$ cat config.mk
export PLATFORM = sky130hd
export DESIGN_NAME = sec_port_dma_addr_map
export DESIGN_NICKNAME = d
export VERILOG_FILES = /design/src/sec_port_dma_addr_map_unused.sv /design/src/sec_port_dma_pkg.sv /design/src/sec_port_dma_addr_map.sv
export SDC_FILE = /design/constraint.sdc
export NUM_CORES = 1
export LEC_CHECK = 0
export ABC_CLOCK_PERIOD_IN_PS = 1800
export BUFFER_PORTS_ARGS = -buffer_cell sky130_fd_sc_hd__buf_2
export CAP_MARGIN = 10
export CORE_MARGIN = 5
export CORE_UTILIZATION = 45
export CTS_BUF_LIST = sky130_fd_sc_hd__clkbuf_8
export DETAILED_ROUTE_END_ITERATION = 10
export PLACE_DENSITY = 0.71
export SYNTH_ARGS = -nofsm -noshare
export SYNTH_HDL_FRONTEND = slang
export SYNTH_SLANG_ARGS = --single-unit
$ cat constraint.sdc
create_clock -name clock_in -period 1.8 [get_ports clock_in]
set_clock_uncertainty 0.05 [all_clocks]
set_input_delay 0.36 -clock clock_in [delete_from_list [all_inputs] [get_ports clock_in]]
set_output_delay 0.36 -clock clock_in [all_outputs]
set_load 0.03 [all_outputs]
$ cat src/sec_port_dma_addr_map_unused.sv
`timescale 1ns/10ps

$ cat src/sec_port_dma_pkg.sv
// Constants, field layouts and carriers for the secondary port DMA address map.
// Assumes a single 20 MHz clock and a plain strobe register port.
package sec_port_dma_pkg;

  // Register port widths
  localparam int          REG_ADDR_W       = 4;
  localparam int          REG_DATA_W       = 16;

  // Register offsets
  localparam logic [3:0]  OFS_UPPER_OPND   = 4'h0;
  localparam logic [3:0]  OFS_LOWER_OPND   = 4'h1;
  localparam logic [3:0]  OFS_COMMAND      = 4'h2;
  localparam logic [3:0]  OFS_STATUS       = 4'h3;
  localparam logic [3:0]  OFS_WRITE_DATA   = 4'h4;
  localparam logic [3:0]  OFS_READ_DATA    = 4'h5;
  localparam logic [3:0]  OFS_ADDR_LOW     = 4'h6;
  localparam logic [3:0]  OFS_ADDR_HIGH    = 4'h7;

  // Reset values
  localparam logic [15:0] RST_OPERAND      = 16'h0000;
  localparam logic [15:0] RST_DATA         = 16'h0000;
  localparam logic [3:0]  IDLE_INDEX       = 4'h2;

  // Upper operand fields
  localparam int          MODE_BIT         = 7;
  localparam int          WAIT_HI          = 10;
  localparam int          WAIT_LO          = 8;
  localparam int          WAIT_W           = 3;
  localparam int          UP_ADDR_HI       = 4;
  localparam int          UP_INDEX_HI      = 6;
  localparam int          UP_INDEX_LO      = 5;

  // Lower operand fields
  localparam int          LO_ADDR_HI       = 15;
  localparam int          LO_ADDR_LO       = 5;
  localparam int          LO_INDEX_HI      = 4;
  localparam int          LO_INDEX_LO      = 1;

  // Command register fields
  localparam int          CMD_GO_BIT       = 0;
  localparam int          CMD_READ_BIT     = 1;

  // Status register fields
  localparam int          STS_BUSY_BIT     = 0;
  localparam int          STS_MODE_BIT     = 1;
  localparam int          STS_READ_BIT     = 2;
  localparam int          STS_DROP_BIT     = 3;
  localparam int          STS_WAIT_LO      = 4;

  // Address widths
  localparam int          BURST_ADDR_W     = 20;
  localparam int          NONBURST_ADDR_W  = 18;

  // Address index line roles in non-burst mode
  localparam int          IDX_STROBE_BIT   = 1;
  localparam int          IDX_LATCH_BIT    = 0;

  // Timing
  localparam int          CLOCK_PERIOD_NS  = 50;
  localparam int          LATCH_MIN_NS     = 50;
  localparam int          LATCH_CYCLES     = (LATCH_MIN_NS + CLOCK_PERIOD_NS - 1) / CLOCK_PERIOD_NS;
  localparam int          SYNC_STAGES      = 2;

  // Pin carrier
  typedef struct packed {
    logic [15:0] addr_data;
    logic        addr_data_oe;
    logic [3:0]  addr_index;
    logic        transfer_mode;
  } pin_bundle_t;

endpackage : sec_port_dma_pkg

$ cat src/sec_port_dma_addr_map.sv
// Secondary port DMA address former: operand registers, mode tag, pin drive.
// Assumes register strobes from logic on clock_in and pins from outside it.
`timescale 1ns/10ps

module sec_port_dma_addr_map #(
  parameter int WAIT_W = sec_port_dma_pkg::WAIT_W
) (
  input  wire logic                                  clock_in,
  input  wire logic                                  reset_n_in,
  input  wire logic [sec_port_dma_pkg::REG_ADDR_W-1:0] reg_addr_in,
  input  wire logic [sec_port_dma_pkg::REG_DATA_W-1:0] reg_wdata_in,
  input  wire logic                                  reg_write_in,
  input  wire logic                                  reg_read_in,
  output logic      [sec_port_dma_pkg::REG_DATA_W-1:0] reg_rdata_out,
  input  wire logic [15:0]                           sec_port_addr_data_bus_in,
  output logic      [15:0]                           sec_port_addr_data_bus_out,
  output logic                                       sec_port_addr_data_bus_oe_out,
  output logic      [3:0]                            sec_port_addr_index_out,
  output logic                                       sec_port_transfer_mode_out
);

  typedef enum {
    ST_IDLE,
    ST_ADDRESS,
    ST_ACCESS,
    ST_CAPTURE
  } state_t;

  state_t                  state_reg;
  logic [15:0]             upper_reg;
  logic [15:0]             lower_reg;
  logic [15:0]             wdata_reg;
  logic [15:0]             rdata_reg;
  logic                    mode_reg;
  logic                    read_dir_reg;
  logic                    drop_reg;
  logic [WAIT_W-1:0]       waits_reg;
  logic [WAIT_W:0]         count_reg;
  logic [15:0]             bus_meta_reg;
  logic [15:0]             bus_sync_reg;
  sec_port_dma_pkg::pin_bundle_t pins_reg;
  sec_port_dma_pkg::pin_bundle_t pins_next;
  logic                    go_write;
  logic                    go_accept;
  logic [19:0]             formed_addr;

  // Burst halfword address from the operands
  // Upper 4:0 as address 19:15
  function automatic logic [19:0] burst_addr(input logic [15:0] up, input logic [15:0] lo);
    burst_addr = {up[sec_port_dma_pkg::UP_ADDR_HI:0],
                  lo[sec_port_dma_pkg::LO_ADDR_HI:sec_port_dma_pkg::LO_ADDR_LO],
                  lo[sec_port_dma_pkg::LO_INDEX_HI:sec_port_dma_pkg::LO_INDEX_LO]};
  endfunction : burst_addr

  // Non-burst halfword address, zero extended to twenty bits
  // Upper 6:5 as address 17:16
  // Wait field and mode bit excluded
  function automatic logic [19:0] nonburst_addr(input logic [15:0] up, input logic [15:0] lo);
    nonburst_addr = {2'h0,
                     up[sec_port_dma_pkg::UP_INDEX_HI:sec_port_dma_pkg::UP_INDEX_LO],
                     up[sec_port_dma_pkg::UP_ADDR_HI:0],
                     lo[sec_port_dma_pkg::LO_ADDR_HI:sec_port_dma_pkg::LO_ADDR_LO]};
  endfunction : nonburst_addr

  // Address phase word for the multiplexed bus, same in both modes
  function automatic logic [15:0] bus_addr(input logic [15:0] up, input logic [15:0] lo);
    bus_addr = {up[sec_port_dma_pkg::UP_ADDR_HI:0],
                lo[sec_port_dma_pkg::LO_ADDR_HI:sec_port_dma_pkg::LO_ADDR_LO]};
  endfunction : bus_addr

  assign go_write  = reg_write_in && (reg_addr_in == sec_port_dma_pkg::OFS_COMMAND)
                     && reg_wdata_in[sec_port_dma_pkg::CMD_GO_BIT];
  assign go_accept = go_write && (state_reg == ST_IDLE);

  assign formed_addr = upper_reg[sec_port_dma_pkg::MODE_BIT] ? burst_addr(upper_reg, lower_reg)
                                                             : nonburst_addr(upper_reg, lower_reg);

  // Pad input synchroniser
  always_ff @(posedge clock_in) begin
    if (!reset_n_in) begin
      bus_meta_reg <= sec_port_dma_pkg::RST_DATA;
      bus_sync_reg <= sec_port_dma_pkg::RST_DATA;
    end else begin
      bus_meta_reg <= sec_port_dma_port_in_guard(sec_port_addr_data_bus_in);
      bus_sync_reg <= bus_meta_reg;
    end
  end

  function automatic logic [15:0] sec_port_dma_port_in_guard(input logic [15:0] v);
    sec_port_dma_port_in_guard = v;
  endfunction : sec_port_dma_port_in_guard

  // Operand and write data registers
  always_ff @(posedge clock_in) begin
    if (!reset_n_in) begin
      upper_reg <= sec_port_dma_pkg::RST_OPERAND;
      lower_reg <= sec_port_dma_pkg::RST_OPERAND;
      wdata_reg <= sec_port_dma_pkg::RST_DATA;
    end else if (reg_write_in) begin
      if (reg_addr_in == sec_port_dma_pkg::OFS_UPPER_OPND) begin
        upper_reg <= reg_wdata_in;
      end
      if (reg_addr_in == sec_port_dma_pkg::OFS_LOWER_OPND) begin
        lower_reg <= reg_wdata_in;
      end
      if (reg_addr_in == sec_port_dma_pkg::OFS_WRITE_DATA) begin
        wdata_reg <= reg_wdata_in;
      end
    end
  end

  // Active command stage
  always_ff @(posedge clock_in) begin
    if (!reset_n_in) begin
      mode_reg     <= 1'b0;
      read_dir_reg <= 1'b0;
      waits_reg    <= '0;
    end else if (go_accept) begin
      mode_reg     <= reg_wdata_in[sec_port_dma_pkg::CMD_GO_BIT] & upper_reg[sec_port_dma_pkg::MODE_BIT];
      read_dir_reg <= reg_wdata_in[sec_port_dma_pkg::CMD_READ_BIT];
      waits_reg    <= upper_reg[sec_port_dma_pkg::WAIT_HI:sec_port_dma_pkg::WAIT_LO];
    end
  end

  // Dropped command flag, new drop wins over clear
  always_ff @(posedge clock_in) begin
    if (!reset_n_in) begin
      drop_reg <= 1'b0;
    end else if (go_write && (state_reg != ST_IDLE)) begin
      drop_reg <= 1'b1;
    end else if (reg_write_in && (reg_addr_in == sec_port_dma_pkg::OFS_STATUS)
                 && reg_wdata_in[sec_port_dma_pkg::STS_DROP_BIT]) begin
      drop_reg <= 1'b0;
    end
  end

  // Transfer sequencer
  always_ff @(posedge clock_in) begin
    if (!reset_n_in) begin
      state_reg <= ST_IDLE;
      count_reg <= '0;
    end else begin
      case (state_reg)
        ST_IDLE: begin
          if (go_accept) begin
            state_reg <= ST_ADDRESS;
            count_reg <= (WAIT_W+1)'(sec_port_dma_pkg::LATCH_CYCLES - 1);
          end
        end
        ST_ADDRESS: begin
          if (count_reg != '0) begin
            count_reg <= count_reg - 1'b1;
          end else if (mode_reg) begin
            state_reg <= ST_IDLE;
          end else begin
            // Zero waits gives one access cycle
            state_reg <= ST_ACCESS;
            count_reg <= {1'b0, waits_reg};
          end
        end
        ST_ACCESS: begin
          if (count_reg != '0) begin
            count_reg <= count_reg - 1'b1;
          end else if (read_dir_reg) begin
            state_reg <= ST_CAPTURE;
            count_reg <= (WAIT_W+1)'(sec_port_dma_pkg::SYNC_STAGES - 1);
          end else begin
            state_reg <= ST_IDLE;
          end
        end
        ST_CAPTURE: begin
          if (count_reg != '0) begin
            count_reg <= count_reg - 1'b1;
          end else begin
            state_reg <= ST_IDLE;
          end
        end
        default: begin
          state_reg <= ST_IDLE;
          count_reg <= '0;
        end
      endcase
    end
  end

  // Read data capture once the pad value has settled
  always_ff @(posedge clock_in) begin
    if (!reset_n_in) begin
      rdata_reg <= sec_port_dma_pkg::RST_DATA;
    end else if ((state_reg == ST_CAPTURE) && (count_reg == '0)) begin
      rdata_reg <= bus_sync_reg;
    end
  end

  // Next pin values
  always_comb begin
    pins_next               = pins_reg;
    pins_next.addr_data_oe  = 1'b0;
    pins_next.addr_data     = 16'h0000;
    pins_next.addr_index    = sec_port_dma_pkg::IDLE_INDEX;
    case (state_reg)
      ST_IDLE: begin
        if (go_accept) begin
          pins_next.transfer_mode = upper_reg[sec_port_dma_pkg::MODE_BIT];
          pins_next.addr_data_oe  = 1'b1;
          // Upper bits onto bus high lines
          // Lower bits onto bus low lines
          pins_next.addr_data     = bus_addr(upper_reg, lower_reg);
          if (upper_reg[sec_port_dma_pkg::MODE_BIT]) begin
            pins_next.addr_index = lower_reg[sec_port_dma_pkg::LO_INDEX_HI:sec_port_dma_pkg::LO_INDEX_LO];
          end else begin
            pins_next.addr_index[3:2] =
              upper_reg[sec_port_dma_pkg::UP_INDEX_HI:sec_port_dma_pkg::UP_INDEX_LO];
            pins_next.addr_index[sec_port_dma_pkg::IDX_STROBE_BIT] = 1'b1;
            pins_next.addr_index[sec_port_dma_pkg::IDX_LATCH_BIT]  = 1'b1;
          end
        end
      end
      ST_ADDRESS: begin
        if ((count_reg != '0) || mode_reg) begin
          pins_next.addr_data_oe = (count_reg != '0);
          pins_next.addr_data    = (count_reg != '0) ? pins_reg.addr_data : 16'h0000;
          pins_next.addr_index   = (count_reg != '0) ? pins_reg.addr_index : sec_port_dma_pkg::IDLE_INDEX;
        end else begin
          pins_next.addr_index[3:2] =
            upper_reg[sec_port_dma_pkg::UP_INDEX_HI:sec_port_dma_pkg::UP_INDEX_LO];
          // Strobe low on read, latch released
          pins_next.addr_index[sec_port_dma_pkg::IDX_STROBE_BIT] = ~read_dir_reg;
          pins_next.addr_index[sec_port_dma_pkg::IDX_LATCH_BIT]  = 1'b0;
          pins_next.addr_data_oe = ~read_dir_reg;
          pins_next.addr_data    = read_dir_reg ? 16'h0000 : wdata_reg;
        end
      end
      ST_ACCESS: begin
        if (count_reg != '0) begin
          pins_next.addr_data_oe = pins_reg.addr_data_oe;
          pins_next.addr_data    = pins_reg.addr_data;
          pins_next.addr_index   = pins_reg.addr_index;
        end
      end
      ST_CAPTURE: begin
        pins_next.addr_index = sec_port_dma_pkg::IDLE_INDEX;
      end
      default: begin
        pins_next.addr_index = sec_port_dma_pkg::IDLE_INDEX;
      end
    endcase
  end

  // Pin registers
  // Mode held with the pins
  always_ff @(posedge clock_in) begin
    if (!reset_n_in) begin
      pins_reg.addr_data     <= 16'h0000;
      pins_reg.addr_data_oe  <= 1'b0;
      pins_reg.addr_index    <= sec_port_dma_pkg::IDLE_INDEX;
      pins_reg.transfer_mode <= 1'b0;
    end else begin
      pins_reg <= pins_next;
    end
  end

  assign sec_port_addr_data_bus_out    = pins_reg.addr_data;
  assign sec_port_addr_data_bus_oe_out = pins_reg.addr_data_oe;
  assign sec_port_addr_index_out       = pins_reg.addr_index;
  assign sec_port_transfer_mode_out    = pins_reg.transfer_mode;

  // Register read port, data in the cycle after the strobe
  always_ff @(posedge clock_in) begin
    if (!reset_n_in) begin
      reg_rdata_out <= 16'h0000;
    end else if (reg_read_in) begin
      case (reg_addr_in)
        sec_port_dma_pkg::OFS_UPPER_OPND: reg_rdata_out <= upper_reg;
        sec_port_dma_pkg::OFS_LOWER_OPND: reg_rdata_out <= lower_reg;
        sec_port_dma_pkg::OFS_STATUS: begin
          reg_rdata_out <= {9'h000, waits_reg, drop_reg, read_dir_reg, mode_reg,
                            (state_reg != ST_IDLE)};
        end
        sec_port_dma_pkg::OFS_WRITE_DATA: reg_rdata_out <= wdata_reg;
        sec_port_dma_pkg::OFS_READ_DATA:  reg_rdata_out <= rdata_reg;
        sec_port_dma_pkg::OFS_ADDR_LOW:   reg_rdata_out <= formed_addr[15:0];
        sec_port_dma_pkg::OFS_ADDR_HIGH:  reg_rdata_out <= {12'h000, formed_addr[19:16]};
        default:                          reg_rdata_out <= 16'h0000;
      endcase
    end else begin
      reg_rdata_out <= 16'h0000;
    end
  end

endmodule : sec_port_dma_addr_map

### Yosys cells after proc, flatten, opt, wreduce, memory -nomap -nowiden

Cells that the tools add are included.

* add/sub/neg operators: 1
* eq/ne operators: 19
* muxes and demuxes: 27
* bitwise logic cells: 2
* reductions and logical operators: 23

Operators by type and width (number)
* $mux W32: 4
* $pmux W32 S4: 1
* $pmux W16 S7: 1
* $eq A32 B2 Y1 const B: 2
* $logic_not A32 Y1: 2
* $pmux W17 S3: 1
* $mux W21: 2
* $eq A32 B1 Y1 const B: 1
* $eq A32 B3 Y1 const B: 1
* $mux W16: 2
* $mux W4: 8
* $reduce_bool A32 Y1: 1
* $mux W22: 1
* $mux W20: 1
* $eq A4 B3 Y1 const B: 4
* $pmux W4 S4: 1
* $pmux W4 S3: 1
* $reduce_and A2 Y1: 6
* $ne A2 B2 Y1 const B: 5
* $ne A3 B3 Y1 const B: 3
* $eq A4 B2 Y1 const B: 2
* $logic_not A4 Y1: 2
* $reduce_and A4 Y1: 2
* $logic_and A1 B1 Y1: 7
* other kinds (9): 11

* bits in registers: 176
* input bits: 40

### Logic depth before layout (Yosys ltp)

Gate-level depths: netlist of the first run.

* word-level depth: 6
* gate-level depth with buffers: 8
* mapped depth without buffers: 6

### Worst setup path before layout of the first run

No wires, ideal clock.

* path type: register -> register
* start point: reg count_reg[0]
* end point: reg pins_reg (netlist bit sec_port_addr_data_bus_out[10])
* setup time: 128 ps
* arrival time: 1633 ps
* data required time: 1622 ps
* setup slack: -10 ps
* cell stages (with the launch flop): 9
* period minus slack after synthesis: 1810 ps
* cell sequence: dfxtp_1 > inv_1 > ha_1 > nor3b_2 > and4b_1 > buf_2 > buf_2 > a222oi_1 > nor2_1

* cells in the longest elaborated chain, start to end: 4
* elaborated cells between the ends (all ways): 7

RTL lines
* start: declaration: line sec_port_dma_addr_map.sv:38 `logic [WAIT_W:0] count_reg;`
* start signal: assignment: line sec_port_dma_addr_map.sv:147 `count_reg <= (WAIT_W+1)'(sec_port_dma_pkg::LATCH_CYCLES - 1);`
* start signal: assignment: line sec_port_dma_addr_map.sv:152 `count_reg <= count_reg - 1'b1;`
* start signal: assignment: line sec_port_dma_addr_map.sv:158 `count_reg <= {1'b0, waits_reg};`
* $reduce_bool A4 Y1 *: line sec_port_dma_addr_map.sv:220, sec_port_dma_addr_map.sv:222, sec_port_dma_addr_map.sv:235
* $logic_or A1 B1 Y1: line sec_port_dma_addr_map.sv:220 `if ((count_reg != '0) || mode_reg) begin`
* $mux W21 or $ne A3 B3 Y1 (tied branches)
* $pmux W17 S3 or $reduce_and A2 Y1 (tied branches)
* end signal: assignment: line sec_port_dma_addr_map.sv:259 `pins_reg <= pins_next;`
* end: declaration: line sec_port_dma_addr_map.sv:41 `sec_port_dma_pkg::pin_bundle_t pins_reg;`

Every way passes the cells marked *; elsewhere a longest branch is shown, timed or not.
A chain may end at the register's enable or synchronous reset.

### Worst setup path after layout of the first run

* start point: reg count_reg[0]
* end point: reg count_reg[0]

* cells in the longest elaborated chain, start to end: 3
* elaborated cells between the ends (all ways): 10

RTL lines
* $sub A4 B1 Y4 or $reduce_bool A4 Y1 (tied branches)
* $mux W4 (tied with other cells): line sec_port_dma_addr_map.sv:172 `if (count_reg != '0) begin`
* $pmux W4 S4 or $reduce_and A4 Y1 (tied branches)

Parallel ways exist; a longest one is shown, timed or not. The select of a mux whose other input is x is not followed.

==> impl_metrics.json, run 1 <==
{
  "drive_above_1_share_pct": 26.27,
  "finalHoldViolCount": 0,
  "synth_warnings": 0,
  "multi_input_area_um2": 2734,
  "async_reset_ff_share_pct": 0,
  "seq_area_um2": 2925,
  "min-delay-path-class": "input pin to flop",
  "powerDensity_nw_per_um2": 873.4,
  "crit_slowest_cell": "or3b_4",
  "slew_viol_final": 0,
  "stdcell_count": 918,
  "viasPerCell": 5.603,
  "setup_viol": 0,
  "synth_area_um2": 5849,
  "p_leak_nw": 2.841,
  "cts-hold-fix-buffers": 0,
  "yosys.area.top_type": "dfxtp_1",
  "placed_area_um2": 6755,
  "synth_edf_count": 0,
  "port_buffers": 77,
  "required_ns": 2.09,
  "dp_cells": 884,
  "cp_max_fo": 5,
  "antenna_found_initial": 0,
  "timing.max_slew.rel_slack_pct": 67.10,
  "met2_usage_pct": 36.63,
  "grt_overflow_total": 0,
  "post-synth-top-area-fraction_pct": 49.97,
  "outcome": "finished clean",
  "cts.clk_slew.worst_paths_ns": 0.08,
  "die_w_um": 124.0,
  "critPathArrivalTime_ns": 2.04,
  "area_growth_pct": 24.32,
  "max_freq_ghz": 0.5718,
  "fin_crit_ns": 1.749,
  "grt-busiest-layer": "met2",
  "cts_max_path_buffers": 2,
  "grtUsageMet3_pct": 5.450,
  "antennaDiodeCount": 0,
  "grt_pass1_wl_mm": 26.02,
  "final_cell_mix": "dfxtp_1 (144), nand2_1 (110), buf_2 (77)",
  "post-dp-hpwl_mm": 12.12,
  "core_area_um2": 12670,
  "grt_max_degree": 67,
  "drc": 0,
  "tightest_slew_ns": 0.4928,
  "crit_type": "flop to flop",
  "cts_max_level": 4,
  "vias": 5144,
  "firstDrtPassIters": 9,
  "synth_fp_nets": 672,
  "gp_congestion": 0.9275,
  "crit_path_cell_trace": "inv_2, ha_4, or3b_4, buf_4, o21ai_0, a221o_1, a21oi_1",
  "cp_top_family": "compound AO/OA/AOI/OAI gates",
  "syn_avg_cell_area_um2": 9.270,
  "ys_seq_elements": 146,
  "finalCritPeriodShare_pct": 97.16,
  "numCtsBuffers": 17,
  "grt_pass1_vias": 4946,
  "start_util_pct": 46.16,
  "synth.distinct_cells": 65,
  "grtUsageMet1_pct": 29.06,
  "num_rows": 41,
  "root_buffer": "clkbuf_8",
  "ys_top_cells_by_area": "dfxtp_1 (50%), nand2_1 (7.1%), a21oi_1 (6.4%)",
  "wl_per_cell_um": 18.22,
  "die_h_um": 124.0,
  "cts_tree": "done",
  "fin_tns_setup_ns": 0,
  "drtIter0Drc": 627,
  "rsz0062_at_grt": "yes",
  "dieArea_um2": 15380,
  "path_buf_inv": 2,
  "worstSetupStartpointType": "flop",
  "track_usage_pct": 22.31,
  "io_pins": 78,
  "synth_flop_cell": "dfxtp_1",
  "ant_nets": 0,
  "nFillCells": 1169,
  "slowest_delay_ns": 0.41,
  "wl_mm": 16.73,
  "clk_latency_ns": 0.46,
  "final_area_um2": 7272,
  "syn_inst": 631,
  "ys_seq_area_share_pct": 49.97,
  "fin_nets": 774,
  "final_common_cell": "dfxtp_1",
  "crit_path_end_kind": "flop",
  "irDropWorstVdd_mv": 0.6028,
  "cap_violations": 0,
  "cts.sinks": 146
}
## cell type report
type,instances,share of cell area [%]
Inverter,6,0.3097
Sequential cell,146,40.23
Clock buffer,18,3.407
Multi-Input combinational cell,430,37.59
Tap cell,172,2.959
Clock inverter,14,2.460
Timing Repair Buffer,132,13.04
## repair_timing
item	CTS	global route
gates cloned	0	1
buffers inserted	1	1
setup endpoints to repair	34	39
pin swaps	1	10
resized for setup	4	11
## worst paths after layout
kind	depth (start not counted)	from	slack [ns]	endpoint
max	7	count_reg[0]$_SDFFE_PN0P_	0.05	count_reg[0]$_SDFFE_PN0P_
min	2	sec_port_addr_data_bus_in[10]	0.06	bus_meta_reg[10]$_SDFF_PN0_
max reg2reg	7	count_reg[0]$_SDFFE_PN0P_	0.05	count_reg[0]$_SDFFE_PN0P_
min reg2reg	1	bus_meta_reg[12]$_SDFF_PN0_	0.39	bus_sync_reg[12]$_SDFF_PN0_
## per-stage QoR
step | power [mW] | hold slack, ns | util (%) | setup WS, ns
after floorplan | 3.531 | 0.3619 | - | -0.01043
after global placement | 3.680 | 0.3691 | 53.31 | 0.005614
after detailed placement | 3.688 | 0.3721 | 53.31 | -0.08213
after CTS | 6.398 | 0.02518 | 56.84 | 0.002984
after global routing | 6.576 | 0.01998 | 57.39 | -0.04938
final | 6.351 | 0.05746 | 57.39 | 0.05115
## power by group
| group | leakage, nW | internal, mW | total, mW | switching (mW) |
|---|---|---|---|---|
| clock network | 0.218 | 1.43 | 2.74 | 1.30 |
| registers | 1.18 | 3.27 | 3.30 | 0.0260 |
| logic | 1.44 | 0.132 | 0.314 | 0.182 |
| total | 2.84 | 4.84 | 6.35 | 1.51 |
## synth_stat cells, types with 3 or more instances
cell type / number
mux2i_1: 34
a21o_1: 4
o21ai_0: 9
clkbuf_1: 25
nand2_1: 110
inv_1: 5
nor2_1: 45
and2_1: 35
a31oi_1: 3
or3_1: 3
nand2b_1: 4
dfxtp_1: 146
o22ai_1: 5
mux2_2: 12
a22oi_1: 12
a222oi_1: 26
a21oi_1: 75
nand3_1: 6
buf_2: 18
## cells by family after synthesis
group	Yosys count	share of synthesized area [%]
xor+xnor	1	0.1498
fa+ha+maj	2	0.4064
mux	46	8.128
flops	146	49.97
simple gates	230	20.06
compound gates	151	17.09
buf+inv	55	4.192
## routing by layer
layer | vias up | share of wire [%] | routed length (um)
met5 | - | 0 | 0
met4 | 0 | 1.1 | 182
li1 | 2453 | - | -
met3 | 17 | 7.4 | 1234
met2 | 209 | 48 | 8064
met1 | 2465 | 43 | 7248
(Power assumes the default switching activity.)
==> inputs of run 2 (changes only) <==
--- a/config.mk
+++ b/config.mk
@@ -5,14 +5,14 @@
 export SDC_FILE = /design/constraint.sdc
 export NUM_CORES = 1
 export LEC_CHECK = 0
-export ABC_CLOCK_PERIOD_IN_PS = 1800
+export ABC_CLOCK_PERIOD_IN_PS = 1400
 export BUFFER_PORTS_ARGS = -buffer_cell sky130_fd_sc_hd__buf_2
 export CAP_MARGIN = 10
 export CORE_MARGIN = 5
 export CORE_UTILIZATION = 45
 export CTS_BUF_LIST = sky130_fd_sc_hd__clkbuf_8
 export DETAILED_ROUTE_END_ITERATION = 10
-export PLACE_DENSITY = 0.71
+export PLACE_DENSITY = 0.7
 export SYNTH_ARGS = -nofsm -noshare
 export SYNTH_HDL_FRONTEND = slang
 export SYNTH_SLANG_ARGS = --single-unit
==> constraint.sdc (replaced) <==
create_clock -name clock_in -period 1.4 [get_ports clock_in]
set_clock_uncertainty 0.05 [all_clocks]
set_input_delay 0.28 -clock clock_in [delete_from_list [all_inputs] [get_ports clock_in]]
set_output_delay 0.28 -clock clock_in [all_outputs]
set_load 0.03 [all_outputs]
==> impl_metrics.json, run 2 (same netlist as run 1, synthesis figures left out) <==
{
  "outcome": "finished, violations left",
  "violations": "setup timing",
  "dp_cells": 921,
  "required_ns": 1.74,
  "hp-start": "reg_wdata_in[12]",
  "ant_nets": 0,
  "powerDensity_nw_per_um2": 1020,
  "vias": 5454,
  "area_growth_pct": 38.99,
  "start_util_pct": 46.16,
  "cts_max_path_buffers": 2,
  "setup_viol": 53,
  "final_area_um2": 8130,
  "grt_pass1_vias": 5242,
  "timing.max_slew.rel_slack_pct": 68.31,
  "port_buffers": 77,
  "fin_nets": 842,
  "num_rows": 41,
  "final_cell_mix": "dfxtp_1 (140), nand2_1 (106), buf_4 (85)",
  "core_area_um2": 12670,
  "rr_startpoint": "count_reg[0]$_SDFFE_PN0P_",
  "drive_above_1_share_pct": 34.64,
  "nFillCells": 1024,
  "io_pins": 78,
  "die_h_um": 124.0,
  "grt_overflow_total": 0,
  "clk_latency_ns": 0.46,
  "seq_area_um2": 2935,
  "p_leak_nw": 3.232,
  "stdcell_count": 986,
  "worstSetupStartpointType": "flop",
  "post-dp-hpwl_mm": 12.82,
  "cts.sinks": 146,
  "reg2reg_to": "count_reg[3]$_SDFFE_PN0P_",
  "final_common_cell": "dfxtp_1",
  "grt_max_degree": 47,
  "max_freq_ghz": 0.5598,
  "cts.clk_slew.worst_paths_ns": 0.09,
  "root_buffer": "clkbuf_8",
  "fin_crit_ns": 1.786,
  "p_total_mw": 8.291,
  "drc": 0,
  "gp_congestion": 0.9529,
  "rsz0062_at_grt": "yes",
  "antenna_found_initial": 0,
  "finalHoldViolCount": 0,
  "critPathArrivalTime_ns": 2.12,
  "slew_viol_final": 0,
  "grt_pass1_wl_mm": 28.22,
  "viasPerCell": 5.531,
  "wl_per_cell_um": 18.69,
  "crit_path_end_kind": "flop",
  "worstHoldEndpoint": "lower_reg[12]$_SDFFE_PN0P_",
  "reg2reg_slack_ns": -0.39,
  "dieArea_um2": 15380,
  "multi_input_area_um2": 2942,
  "finalCritPeriodShare_pct": 127.6,
  "whs_ns": 0.04278,
  "cp_max_fo": 4,
  "min-delay-path-class": "input pin to flop",
  "cap_violations": 0,
  "antennaDiodeCount": 0,
  "irDropWorstVdd_mv": 0.8402,
  "firstDrtPassIters": 10,
  "cts_tree": "done",
  "cts_max_level": 4,
  "crit_type": "flop to flop",
  "tightest_slew_ns": 0.4754,
  "numCtsBuffers": 17,
  "worst_slack_ns": -0.3864,
  "wl_mm": 18.43,
  "hold_path_depth": 3,
  "placed_area_um2": 7108,
  "crit_start": "count_reg[0]$_SDFFE_PN0P_",
  "drtIter0Drc": 773,
  "die_w_um": 124.0,
  "track_usage_pct": 24.17,
  "reg2reg_depth": 6
}
[run 2: worst max-delay path, stage by stage (launching register included)]
cell and delay, ns:
dfxtp_2 0.35, inv_2 0.05, ha_4 0.16, or3b_4 0.27
maj3_2 0.22, or4b_4 0.48, o22ai_2 0.14
[run 2: worst max-delay path by stage]
stage	endpoint	slack, ns	cells after the start
final	count_reg[3]$_SDFFE_PN0P_	-0.39	6
after floorplan	count_reg[3]$_SDFFE_PN0P_	-0.30	7
after global routing	count_reg[3]$_SDFFE_PN0P_	-0.43	6
after global placement	reg_rdata_out[6]$_SDFF_PN0_	-0.32	6
after detailed placement	count_reg[3]$_SDFFE_PN0P_	-0.36	6
after CTS	count_reg[3]$_SDFFE_PN0P_	-0.31	6
[run 2: area by class of cell]
class / instances / share of cell area (%)
clock buffers: 18 / 3.047
flip-flops and latches: 146 / 36.10
inverters: 6 / 0.3232
multi-input cells: 430 / 36.18
well taps: 172 / 2.647
clock inverters: 14 / 2.170
repair buffers: 200 / 19.53
[run 2: power by group]
| part | internal (mW) | switching [mW] |
|---|---|---|
| Clock | 1.84 | 1.69 |
| Combinational | 0.246 | 0.273 |
| Sequential | 4.21 | 0.0323 |
[run 2: routing by layer]
metal | global-route usage (%) | vias to the layer above | wire length (um) | share of wire (%)
met4 | 9.514 | 0 | 359 | 1.9
met2 | 38.63 | 260 | 8772 | 48
met5 | 0 | - | 0 | 0
met3 | 6.222 | 42 | 1463 | 7.9
li1 | - | 2582 | - | -
met1 | 31.30 | 2570 | 7829 | 42
[run 2: metrics by stage]
stage                     setup TNS [ns]  util, %  setup WS (ns)
after floorplan                   -7.788        -        -0.2976
after global placement            -21.76    56.10        -0.3155
after detailed placement          -25.79    56.10        -0.3581
after CTS                         -9.856    62.09        -0.3142
after global routing              -15.77    64.17        -0.4344
final                             -11.38    64.17        -0.3864
[run 2: repair_timing]
item / in CTS / in global routing
cloned: 1 / 2
hold buffers: 16 / 0
endpoints found under the setup margin: 66 / 70
setup buffers: 7 / 12
pin swaps: 35 / 36
hold endpoints to repair: 16 / 0
gates resized for setup: 28 / 51
==> inputs of run 3 (changes only) <==
--- a/config.mk
+++ b/config.mk
@@ -8,6 +8,7 @@
 export ABC_CLOCK_PERIOD_IN_PS = 1400
 export BUFFER_PORTS_ARGS = -buffer_cell sky130_fd_sc_hd__buf_2
 export CAP_MARGIN = 10
+export CORE_ASPECT_RATIO = 0.9
 export CORE_MARGIN = 5
 export CORE_UTILIZATION = 45
 export CTS_BUF_LIST = sky130_fd_sc_hd__clkbuf_8
==> impl_metrics.json, run 3 (same netlist as run 1, synthesis figures left out) <==
{
  "powerDensity_nw_per_um2": 1037,
  "cap_violations": 0,
  "cts_max_path_buffers": 2,
  "firstDrtPassIters": 7,
  "setup_viol": 59,
  "outcome": "finished, violations left",
  "numCtsBuffers": 17,
  "p_total_mw": 8.134,
  "track_usage_pct": 22.76,
  "crit_slowest_cell": "or4b_1",
  "required_ns": 1.72,
  "seq_area_um2": 2934,
  "root_buffer": "clkbuf_8",
  "antenna_found_initial": 0,
  "clk_latency_ns": 0.45,
  "grt_overflow_total": 0,
  "die_h_um": 118.2,
  "wl_mm": 17.55,
  "irDropWorstVdd_mv": 0.5980,
  "die_w_um": 130.2,
  "grt_pass1_vias": 5135,
  "fin_crit_ns": 1.804,
  "cts_max_level": 4,
  "slew_viol_final": 0,
  "grt_pass1_wl_mm": 27.46,
  "crit_path_end_kind": "flop",
  "area_growth_pct": 34.14,
  "violations": "setup timing",
  "port_buffers": 77,
  "worstSetupStartpointType": "flop",
  "post-dp-hpwl_mm": 12.26,
  "drc": 0,
  "dieArea_um2": 15380,
  "final_cell_mix": "dfxtp_1 (141), nand2_1 (106), buf_2 (77)",
  "multi_input_area_um2": 2875,
  "ant_nets": 0,
  "critPathArrivalTime_ns": 2.13,
  "cts.sinks": 146,
  "wl_per_cell_um": 18.30,
  "num_rows": 39,
  "p_leak_nw": 3.121,
  "tightest_slew_ns": 0.4313,
  "slowest_delay_ns": 0.49,
  "final_common_cell": "dfxtp_1",
  "io_pins": 78,
  "finalCritPeriodShare_pct": 128.9,
  "min-delay-path-class": "input pin to flop",
  "start_util_pct": 45.93,
  "viasPerCell": 5.667,
  "grt_max_degree": 56,
  "utilization_pct": 61.61,
  "max_freq_ghz": 0.5542,
  "drtIter0Drc": 670,
  "vias": 5435,
  "drive_above_1_share_pct": 31.57,
  "timing.max_slew.rel_slack_pct": 71.24,
  "fin_nets": 823,
  "cts.clk_slew.worst_paths_ns": 0.09,
  "crit_type": "flop to flop",
  "crit_path_cell_trace": "inv_2, ha_4, or3b_4, maj3_2, or4b_1, o22ai_2",
  "cts_tree": "done",
  "cp_max_fo": 4,
  "finalHoldViolCount": 0,
  "worst_slack_ns": -0.4043,
  "core_area_um2": 12740,
  "antennaDiodeCount": 0,
  "gp_congestion": 0.9181,
  "nFillCells": 1034,
  "rsz0062_at_grt": "yes"
}
[run 3: changes by cell type in the layout (fill, tap and decap cells not counted), moves of 7 or more]
cell and change:
a21oi_2 -7, buf_2 +8, buf_4 -17, a21oi_1 +7
[run 3: critical path: cells and delay by family, from the launching register on]
kind	cells	cell delay (ns)
adder cells (fa/ha/maj)	2	0.37
flip-flops	1	0.35
AND/OR/NAND/NOR	2	0.75
buffers and inverters	1	0.05
AO/OA/AOI/OAI	1	0.17
[run 3: report_power, final]
group | leakage, nW | switching, mW | internal (mW)
sequential | 1.19 | 0.0345 | 4.21
clock | 0.206 | 1.61 | 1.80
combinational | 1.73 | 0.258 | 0.226
total | 3.12 | 1.90 | 6.24
[run 3: final cells by class]
type	instances	share of cell area, %
Multi-Input combinational cell	430	36.64
Sequential cell	146	37.39
Clock inverter	14	2.073
Inverter	6	0.3349
Clock buffer	18	3.157
Tap cell	164	2.615
Timing Repair Buffer	181	17.78
[run 3: layer usage]
| metal | vias up | GRT usage, % | share of wire (%) |
|---|---|---|---|
| met2 | 326 | 35.45 | 46 |
| met1 | 2532 | 30.19 | 41 |
| met5 | - | 0 | 0 |
| met3 | 37 | 6.180 | 10 |
| met4 | 0 | 8.377 | 2.3 |
| li1 | 2540 | - | - |
[run 3: metrics by stage]
| stage | hold slack [ns] | instance area (um2) | std cells | TNS [ns] | setup WS (ns) |
|---|---|---|---|---|---|
| 2_1_floorplan | 0.3573 | 6057 | 631 | -7.788 | -0.2976 |
| 3_3_place_gp | 0.3716 | 7003 | 897 | -21.56 | -0.2857 |
| 3_5_place_dp | 0.3669 | 7003 | 897 | -26.45 | -0.3999 |
| 4_1_cts | 0.02754 | 7770 | 957 | -11.71 | -0.3540 |
| 5_1_grt | 0.03934 | 7846 | 959 | -15.07 | -0.4443 |
| 6_report | 0.05017 | 7846 | 959 | -10.90 | -0.4043 |
[run 3: path summary, 6_finish.rpt]
check	cells past startpoint	slack, ns	from	endpoint
worst min-delay path	3	0.05	reg_wdata_in[13]	lower_reg[13]$_SDFFE_PN0P_
worst max register to register	6	-0.40	count_reg[1]$_SDFFE_PN0P_	count_reg[3]$_SDFFE_PN0P_
worst max-delay path	6	-0.40	count_reg[1]$_SDFFE_PN0P_	count_reg[3]$_SDFFE_PN0P_
worst min register to register	1	0.39	bus_meta_reg[2]$_SDFF_PN0_	bus_sync_reg[2]$_SDFF_PN0_
[run 3: what timing repair did]
action	4_1_cts	5_1_grt
hold buffers	16	0
resized for setup	31	16
pin swaps	17	26
setup endpoints to repair	62	59
gates cloned	2	1
setup buffers	11	10
endpoints found under the hold margin	16	0
